**src/hdl/fb_ratio_defs.svh**
```systemverilog
// Offsets, field positions, reset values and fixed counts of the feedback ratio registers.
`ifndef FB_RATIO_DEFS_SVH
`define FB_RATIO_DEFS_SVH

`define FB_ADDR_W 12
`define FB_OFS_FIXED_TERM_TOP 12'h10B
`define FB_OFS_DENOMINATOR_B0 12'h10C
`define FB_OFS_DENOMINATOR_B1 12'h10D
`define FB_OFS_DENOMINATOR_B2 12'h10E
`define FB_OFS_DENOMINATOR_B3 12'h10F
`define FB_OFS_REMAINDER_B0 12'h110
`define FB_OFS_REMAINDER_B1 12'h111
`define FB_OFS_REMAINDER_B2 12'h112
`define FB_OFS_REMAINDER_B3 12'h113
`define FB_OFS_TRUNCATE_POS 12'h114

`define FB_NUM_REGS 10
`define FB_IDX_W 4
`define FB_IDX_FIXED_TERM_TOP 4'h0
`define FB_IDX_DENOMINATOR_B0 4'h1
`define FB_IDX_REMAINDER_B0 4'h5
`define FB_IDX_TRUNCATE_POS 4'h9

`define FB_TOP_FIELD_MASK 8'h03
`define FB_FULL_FIELD_MASK 8'hFF

`define FB_RESET_IMAGE 80'h0000_0000_0000_0000_0100

`define FB_TERM_W 42
`define FB_TERM_LOW_W 40
`define FB_FRAC_BITS 33
`define FB_INT_BITS 9
`define FB_WORD_W 32
`define FB_TRUNC_MAX 8'h21
`define FB_DEN_ONE 32'h0000_0001

`endif

```
**src/hdl/fb_ratio_pkg.sv**
```systemverilog
// Types shared by the feedback ratio register bank.
package fb_ratio_pkg;

   typedef logic [7:0] reg_byte_t;

   typedef struct packed {
      logic term_zero;
      logic den_zero;
      logic trunc_invalid;
      logic den_not_one;
      logic rem_not_zero;
      logic low_bits_set;
   } cfg_status_t;

endpackage : fb_ratio_pkg

```
**src/hdl/fb_regfile_if.sv**
```systemverilog
// Port bundle between the register decode and the byte register store.
`timescale 1ns/100ps
`default_nettype none
`include "fb_ratio_defs.svh"

interface fb_regfile_if;
   logic wr_en;
   logic [`FB_IDX_W-1:0] wr_idx;
   logic [7:0] wr_data;
   logic [7:0] wr_mask;
   logic rd_en;
   logic rd_hit;
   logic [`FB_IDX_W-1:0] rd_idx;
   logic [7:0] rd_data;
   logic [`FB_NUM_REGS*8-1:0] contents;

   modport ctrl (output wr_en, wr_idx, wr_data, wr_mask, rd_en, rd_hit, rd_idx, input rd_data, contents);
   modport store (input wr_en, wr_idx, wr_data, wr_mask, rd_en, rd_hit, rd_idx, output rd_data, contents);
endinterface : fb_regfile_if

`default_nettype wire

```
**src/hdl/fb_byte_store.sv**
```systemverilog
// Byte-wide register store with masked writes and a registered read port.
`timescale 1ns/100ps
`default_nettype none
`include "fb_ratio_defs.svh"

module fb_byte_store #(
   parameter int NUM_REGS = `FB_NUM_REGS,
   parameter logic [`FB_NUM_REGS*8-1:0] RESET_IMAGE = `FB_RESET_IMAGE
) (
   input wire logic clk,            // Register clock.
   input wire logic rst_n,          // Asynchronous reset, active low.
   input wire logic clk_en,         // Freezes all state while low.
   fb_regfile_if.store port         // Write, read and contents bundle.
);

   logic [7:0] mem_r [NUM_REGS];
   logic [7:0] mem_nxt [NUM_REGS];
   logic [7:0] rd_data_r;
   logic [7:0] rd_data_nxt;

   genvar g;
   generate
      for (g = 0; g < NUM_REGS; g++) begin : g_entry
         // Bits outside the write mask are unused and always hold zero.
         always_comb begin
            mem_nxt[g] = mem_r[g];
            if (port.wr_en && (int'(port.wr_idx) == g)) begin
               mem_nxt[g] = port.wr_data & port.wr_mask;
            end
         end

         always_ff @(posedge clk or negedge rst_n) begin
            if (!rst_n) begin
               mem_r[g] <= RESET_IMAGE[g*8 +: 8];
            end else if (clk_en) begin
               mem_r[g] <= mem_nxt[g];
            end
         end

         assign port.contents[g*8 +: 8] = mem_r[g];
      end
   endgenerate

   // Unmapped reads return zero.
   always_comb begin
      rd_data_nxt = rd_data_r;
      if (port.rd_en) begin
         rd_data_nxt = port.rd_hit ? mem_r[port.rd_idx] : 8'h00;
      end
   end

   always_ff @(posedge clk or negedge rst_n) begin
      if (!rst_n) begin
         rd_data_r <= 8'h00;
      end else if (clk_en) begin
         rd_data_r <= rd_data_nxt;
      end
   end

   assign port.rd_data = rd_data_r;

endmodule : fb_byte_store

`default_nettype wire

```
**src/hdl/pll_fractional_feedback_regs.sv**
```systemverilog
// Feedback ratio register bank of the synthesizer loop: fixed-point term top, denominator, remainder, truncation.
`timescale 1ns/100ps
`default_nettype none
`include "fb_ratio_defs.svh"

module pll_fractional_feedback_regs #(
   parameter int FRAC_BITS = `FB_FRAC_BITS,
   parameter int INT_BITS = `FB_INT_BITS
) (
   input wire logic clk,                                   // Register clock, 125 MHz.
   input wire logic rst_n,                                 // Asynchronous reset, active low.
   input wire logic clk_en,                                // Freezes all state while low.
   input wire logic [`FB_ADDR_W-1:0] reg_addr,             // Register byte address.
   input wire logic reg_wr,                                // Write strobe, one cycle.
   input wire logic [7:0] reg_wdata,                       // Write data.
   input wire logic reg_rd,                                // Read strobe, one cycle.
   output logic [7:0] reg_rdata,                           // Read data, registered.
   output logic reg_rvalid,                                // Read data valid, one cycle.
   input wire logic [`FB_TERM_LOW_W-1:0] fixed_term_low,   // Term bits 39:0 from the neighbouring registers.
   output logic [`FB_TERM_W-1:0] fb_fixed_point_term,      // Term seen by the divider, truncated bits cleared.
   output logic [`FB_WORD_W-1:0] fb_denominator,           // Denominator seen by the divider.
   output logic [`FB_WORD_W-1:0] fb_remainder,             // Remainder seen by the divider.
   output logic [7:0] fb_truncate_position,                // Truncate position in force, zero outside fractional form.
   output logic [7:0] fb_valid_frac_bits,                  // Count of valid fractional bits in force.
   output logic fb_fractional_form,                        // High when remainder over denominator is in use.
   output fb_ratio_pkg::cfg_status_t cfg_status            // Configuration consistency flags.
);

   fb_regfile_if rf ();

   fb_byte_store #(
      .NUM_REGS(`FB_NUM_REGS),
      .RESET_IMAGE(`FB_RESET_IMAGE)
   ) u_store (
      .clk(clk),
      .rst_n(rst_n),
      .clk_en(clk_en),
      .port(rf.store)
   );

   // Address decode: the bank occupies a dense run from the fixed-term top byte.
   logic addr_hit;
   logic [`FB_ADDR_W-1:0] addr_rel;

   always_comb begin
      addr_rel = reg_addr - `FB_OFS_FIXED_TERM_TOP;
      addr_hit = (reg_addr >= `FB_OFS_FIXED_TERM_TOP) && (reg_addr <= `FB_OFS_TRUNCATE_POS);
   end

   always_comb begin
      rf.wr_en = reg_wr && addr_hit;
      rf.wr_idx = addr_rel[`FB_IDX_W-1:0];
      rf.wr_data = reg_wdata;
      rf.wr_mask = `FB_FULL_FIELD_MASK;
      if (rf.wr_idx == `FB_IDX_FIXED_TERM_TOP) begin
         rf.wr_mask = `FB_TOP_FIELD_MASK;
      end
      rf.rd_en = reg_rd;
      rf.rd_hit = addr_hit;
      rf.rd_idx = addr_rel[`FB_IDX_W-1:0];
   end

   // Read answer follows the strobe by one cycle.
   logic rvalid_r;
   logic rvalid_nxt;

   always_comb begin
      rvalid_nxt = reg_rd;
   end

   always_ff @(posedge clk or negedge rst_n) begin
      if (!rst_n) begin
         rvalid_r <= 1'b0;
      end else if (clk_en) begin
         rvalid_r <= rvalid_nxt;
      end
   end

   assign reg_rdata = rf.rd_data;
   assign reg_rvalid = rvalid_r;

   // Field assembly from the byte store.
   logic [1:0] term_top;
   logic [`FB_WORD_W-1:0] den_word;
   logic [`FB_WORD_W-1:0] rem_word;
   logic [7:0] trunc_field;
   logic [`FB_TERM_W-1:0] term_raw;

   always_comb begin
      term_top = rf.contents[`FB_IDX_FIXED_TERM_TOP*8 +: 2];
      den_word = rf.contents[`FB_IDX_DENOMINATOR_B0*8 +: `FB_WORD_W];
      rem_word = rf.contents[`FB_IDX_REMAINDER_B0*8 +: `FB_WORD_W];
      trunc_field = rf.contents[`FB_IDX_TRUNCATE_POS*8 +: 8];
      term_raw = {term_top, fixed_term_low};
   end

   // The truncation field shapes the term, position and count outputs only when the ratio carries a remainder over a denominator.
   logic frac_form;
   logic [7:0] trunc_eff;
   logic [7:0] trunc_sat;
   logic [7:0] valid_bits;
   logic [FRAC_BITS-1:0] frac_keep_mask;
   logic [`FB_TERM_W-1:0] term_eff;

   always_comb begin
      frac_form = (den_word != `FB_DEN_ONE) || (rem_word != '0);
      trunc_eff = frac_form ? trunc_field : 8'h00;
      // An out-of-range position is clamped so the divider never sees a negative count.
      trunc_sat = (trunc_eff > `FB_TRUNC_MAX) ? `FB_TRUNC_MAX : trunc_eff;
      valid_bits = `FB_TRUNC_MAX - trunc_sat;
      frac_keep_mask = '1;
      for (int b = 0; b < FRAC_BITS; b++) begin
         if (b < int'(trunc_sat)) begin
            frac_keep_mask[b] = 1'b0;
         end
      end
      term_eff = {term_raw[`FB_TERM_W-1 -: INT_BITS], term_raw[FRAC_BITS-1:0] & frac_keep_mask};
   end

   // Consistency checks on what software has programmed.
   fb_ratio_pkg::cfg_status_t status_nxt;

   always_comb begin
      status_nxt.term_zero = (term_raw == '0);
      status_nxt.den_zero = (den_word == '0);
      status_nxt.trunc_invalid = (trunc_field > `FB_TRUNC_MAX);
      status_nxt.den_not_one = (trunc_field == 8'h00) && (den_word != `FB_DEN_ONE);
      status_nxt.rem_not_zero = (trunc_field == 8'h00) && (rem_word != '0);
      status_nxt.low_bits_set = frac_form && ((term_raw[FRAC_BITS-1:0] & ~frac_keep_mask) != '0);
   end

   // Ratio outputs are registered and follow a register write by two cycles.
   logic [`FB_TERM_W-1:0] term_r;
   logic [`FB_TERM_W-1:0] term_nxt;
   logic [`FB_WORD_W-1:0] den_r;
   logic [`FB_WORD_W-1:0] den_nxt;
   logic [`FB_WORD_W-1:0] rem_r;
   logic [`FB_WORD_W-1:0] rem_nxt;
   logic [7:0] trunc_r;
   logic [7:0] trunc_nxt;
   logic [7:0] valid_r;
   logic [7:0] valid_nxt;
   logic form_r;
   logic form_nxt;
   fb_ratio_pkg::cfg_status_t status_r;

   always_comb begin
      term_nxt = term_eff;
      den_nxt = den_word;
      rem_nxt = rem_word;
      trunc_nxt = trunc_sat;
      valid_nxt = valid_bits;
      form_nxt = frac_form;
   end

   always_ff @(posedge clk or negedge rst_n) begin
      if (!rst_n) begin
         term_r <= '0;
         den_r <= `FB_DEN_ONE;
         rem_r <= '0;
         trunc_r <= 8'h00;
         valid_r <= `FB_TRUNC_MAX;
         form_r <= 1'b0;
         status_r <= '0;
      end else if (clk_en) begin
         term_r <= term_nxt;
         den_r <= den_nxt;
         rem_r <= rem_nxt;
         trunc_r <= trunc_nxt;
         valid_r <= valid_nxt;
         form_r <= form_nxt;
         status_r <= status_nxt;
      end
   end

   assign fb_fixed_point_term = term_r;
   assign fb_denominator = den_r;
   assign fb_remainder = rem_r;
   assign fb_truncate_position = trunc_r;
   assign fb_valid_frac_bits = valid_r;
   assign fb_fractional_form = form_r;
   assign cfg_status = status_r;

endmodule : pll_fractional_feedback_regs

`default_nettype wire

```
**config.mk**
```make
export PLATFORM = sky130hd
export DESIGN_NAME = pll_fractional_feedback_regs
export DESIGN_NICKNAME = d
export VERILOG_FILES = /design/src/hdl/fb_ratio_pkg.sv /design/src/hdl/fb_regfile_if.sv /design/src/hdl/fb_byte_store.sv /design/src/hdl/pll_fractional_feedback_regs.sv
export VERILOG_INCLUDE_DIRS = /design/src /design/src/hdl
export SDC_FILE = /design/constraint.sdc
export NUM_CORES = 1
export LEC_CHECK = 0
export BUFFER_PORTS_ARGS = -buffer_cell sky130_fd_sc_hd__buf_2
export CORE_ASPECT_RATIO = 1.1
export CORE_UTILIZATION = 42
export CTS_BUF_LIST = sky130_fd_sc_hd__clkbuf_4
export DETAILED_ROUTE_END_ITERATION = 10
export PLACE_DENSITY = 0.64
export SLEW_MARGIN = 15
export SYNTH_ARGS = -nofsm -noshare
export SYNTH_HDL_FRONTEND = slang
export SYNTH_SLANG_ARGS = --single-unit
export TNS_END_PERCENT = 5
```
**constraint.sdc**
```tcl
create_clock -name clk -period 2.75 [get_ports clk]
set_input_delay 0.275 -clock clk [delete_from_list [all_inputs] [get_ports clk]]
set_output_delay 0.275 -clock clk [all_outputs]
set_load 0.05 [all_outputs]
```
==> flow_summary.ini <==
[clock_tree]
tritoncts = yes
clk_pin_slew_worst_paths_ns = 0.07
cts_num_sinks = 217
root_buffer = clkbuf_4
cts-buffers-inserted = 55
clockBufferDepth = 3
clock_latency_ns = 0.68
h-tree-depth = 2

[logic_synthesis]
synth_edf_count = 0
synthArstFlopShare_pct = 100
synth_area_um2 = 9870
synth_area_leaders = dfrtp_1 (54%), mux2_2 (11%), o21ai_0 (4.2%)
synth_largest_type_area_fraction_pct = 54.0
synthFlopType = dfrtp_1
synth_seq_cells = 217
yosysWarnings = 0
synth_area_per_cell_um2 = 11.3
yosysTopAreaCell = dfrtp_1
synth_cell_types = 57
ys_seq_area_share_pct = 55.1
syn_inst = 873
syn-num-nets = 944

[route]
wirelength_mm = 29.8
wl_per_cell_um = 20.0
ant_nets = 0
drtIter0Drc = 493
vias = 8137
dr.pass1.iters = 5
drcViolationCount = 0
viasPerCell = 5.46

[layout]
synthToLayoutAreaGrowth_pct = 26.5
final_core_util_pct = 54.4
final_common_cell = dfrtp_1
drive_gt1_share_pct = 37.7
layout_common_cells = dfrtp_1 (213), buf_2 (200), mux2_2 (98)
nNetsFinal = 1224
fill_cells = 2057

[timing]
post-route-period-util_pct = 95.6
period_needed_ns = 2.63
setup_tns_ns = 0
worstMarginPinSlew_ns = 1.11
max-slew-margin-rel_pct = 25.4
slew_violations = 0
hold_viol = 0
rsz0062_at_grt = no
finalClockSkew_ns = 0.0443
max_clock_freq_mhz = 381
setup_viol = 0

[global_route]
grt_antenna_before_repair = 1
grt_overflow = 0
grt_usage_pct = 25.3
grt_max_degree = 95
grt_pass1_vias = 8214
grt_first_pass_wirelength_mm = 46.4

[floorplan]
die-width_um = 148
core_area_um2 = 22900
dieArea_um2 = 24100
fp-row-count = 58
start_util_pct = 43.0
ios = 203
die_y_um = 163

[flow_run]
maxCapViolCount = 0

[pwr]
p_per_area_nw_per_um2 = 545
leakage_nw = 6.35
irDropWorstVdd_v = 0.000391

[critical_path]
path_max_fanout = 6
end_kind = flip-flop
startpoint_type = flip-flop
crit_required_ns = 3.33
arrival_ns = 3.21
path_class = flip-flop to flip-flop
reg2reg_slack_ns = 0.12

[place]
gp_congestion = 0.860
numPortBuffers = 202
dpl.hpwl_mm = 20.7

[run_status]
status = completed

[min_path]
hp-class = primary input to flip-flop
worst paths after layout:
| path | cells past startpoint | from | endpoint |
|---|---|---|---|
| max reg2reg | 9 | u_store.port.contents[36] | fb_valid_frac_bits[3] |
| max | 9 | u_store.port.contents[36] | fb_valid_frac_bits[3] |
| max in group asynchronous | 3 | rst_n | fb_valid_frac_bits[0] |
| min | 3 | fixed_term_low[0] | fb_fixed_point_term[0] |
| min reg2reg | 1 | fb_truncate_position[6] | fb_truncate_position[6] |
| min in group asynchronous | 2 | rst_n | fb_fixed_point_term[2] |
power by group:
| part | switching (W) | total [W] | leakage, nW | internal (W) |
|---|---|---|---|---|
| registers | 0.0000372 | 0.00329 | 2.92 | 0.00326 |
| clock network | 0.00128 | 0.00271 | 0.407 | 0.00143 |
| logic | 0.000559 | 0.000801 | 3.02 | 0.000242 |
| total | 0.00187 | 0.00680 | 6.35 | 0.00493 |
Yosys cell counts (2+ instances only):
library cell,n
dfstp_2,4
nand2_1,82
nand4_1,13
o211ai_1,17
a21o_1,2
nor2b_1,14
buf_1,6
o21a_1,4
nand2b_1,4
a21oi_1,23
or4_1,3
a31oi_1,3
o311ai_0,3
or2_2,2
xor2_1,2
a22oi_1,4
dfrtp_1,213
nand3_1,4
nor3_1,12
o31ai_1,4
nor4_1,24
clkbuf_1,45
inv_1,58
nor4b_1,2
o32ai_1,2
and3_1,3
nand3b_1,2
a2bb2oi_1,2
and2_1,6
o221ai_1,2
mux2i_1,18
mux2_2,98
mux4_2,16
ha_1,6
or3_1,4
o21ai_0,83
buf_2,7
a22o_1,9
o22ai_1,32
nor2_1,18
registers in the layout (all words and copies together), names as in the netlist:
| register | count |
|---|---|
| cfg_status | 6 |
| fb_denominator | 32 |
| fb_fixed_point_term | 42 |
| fb_fractional_form | 1 |
| fb_remainder | 32 |
| fb_truncate_position | 8 |
| fb_valid_frac_bits | 7 |
| reg_rvalid | 1 |
| u_store.port.contents | 80 |
| u_store.port.rd_data | 8 |
metal layers:
| metal | GRT usage, % | share of wire [%] | up-vias |
|---|---|---|---|
| met5 | 0 | 0 | - |
| met4 | 10.3 | 3.2 | 0 |
| met3 | 4.26 | 6.1 | 68 |
| met2 | 42.0 | 48 | 347 |
| met1 | 32.9 | 42 | 3971 |
| li1 | - | - | 3751 |
layout make-up:
class / count / area, um^2 / area share, %
antenna: 1 / 2.50 / 0.0201
timing repair buffer: 282 / 1780 / 14.3
clock inverter: 13 / 80.1 / 0.642
inverter: 58 / 218 / 1.74
sequential: 217 / 5440 / 43.6
tap: 300 / 375 / 3.01
multi-input combinational: 539 / 3980 / 31.9
clock buffer: 81 / 608 / 4.87
critical path: stages, from the launching register on:
cell and delay, ns:
dfrtp_1 0.43, nor4_1 0.53, nand4_1 0.21, nor2_1 0.23, and3_1 0.35, nand3b_1 0.18
ha_1 0.17, nand2_1 0.06, or3_1 0.32, o221ai_1 0.08
metrics by stage:
stage	total power [W]	hold slack [ns]	cells	area, um^2	worst slack, ns
after floorplan	0.00380	-0.0206	873	9870	0.0602
after global placement	0.00410	0.416	1354	11400	0.205
after detailed placement	0.00411	0.415	1354	11400	0.148
after CTS	0.00689	0.0116	1490	12500	0.157
after global routing	0.00712	0.0375	1491	12500	0.0105
final	0.00680	0.0654	1491	12500	0.122
repair_timing:
item / 4_1_cts / 5_1_grt
gates resized for setup: 0 / 0
hold buffers: 42 / 0
buffers inserted: 0 / 0
hold endpoints to repair: 133 / 0
cell families after synthesis:
logic type,share of synthesized area [%]
multiplexers,16.7
AO/OA/AOI/OAI,12.5
flip-flops,55.1
buffers and inverters,4.58
AND/OR/NAND/NOR,10.1
XOR/XNOR,0.266
adder cells (fa/ha/maj),0.761
Note: power is estimated with default switching activity, not from simulation.
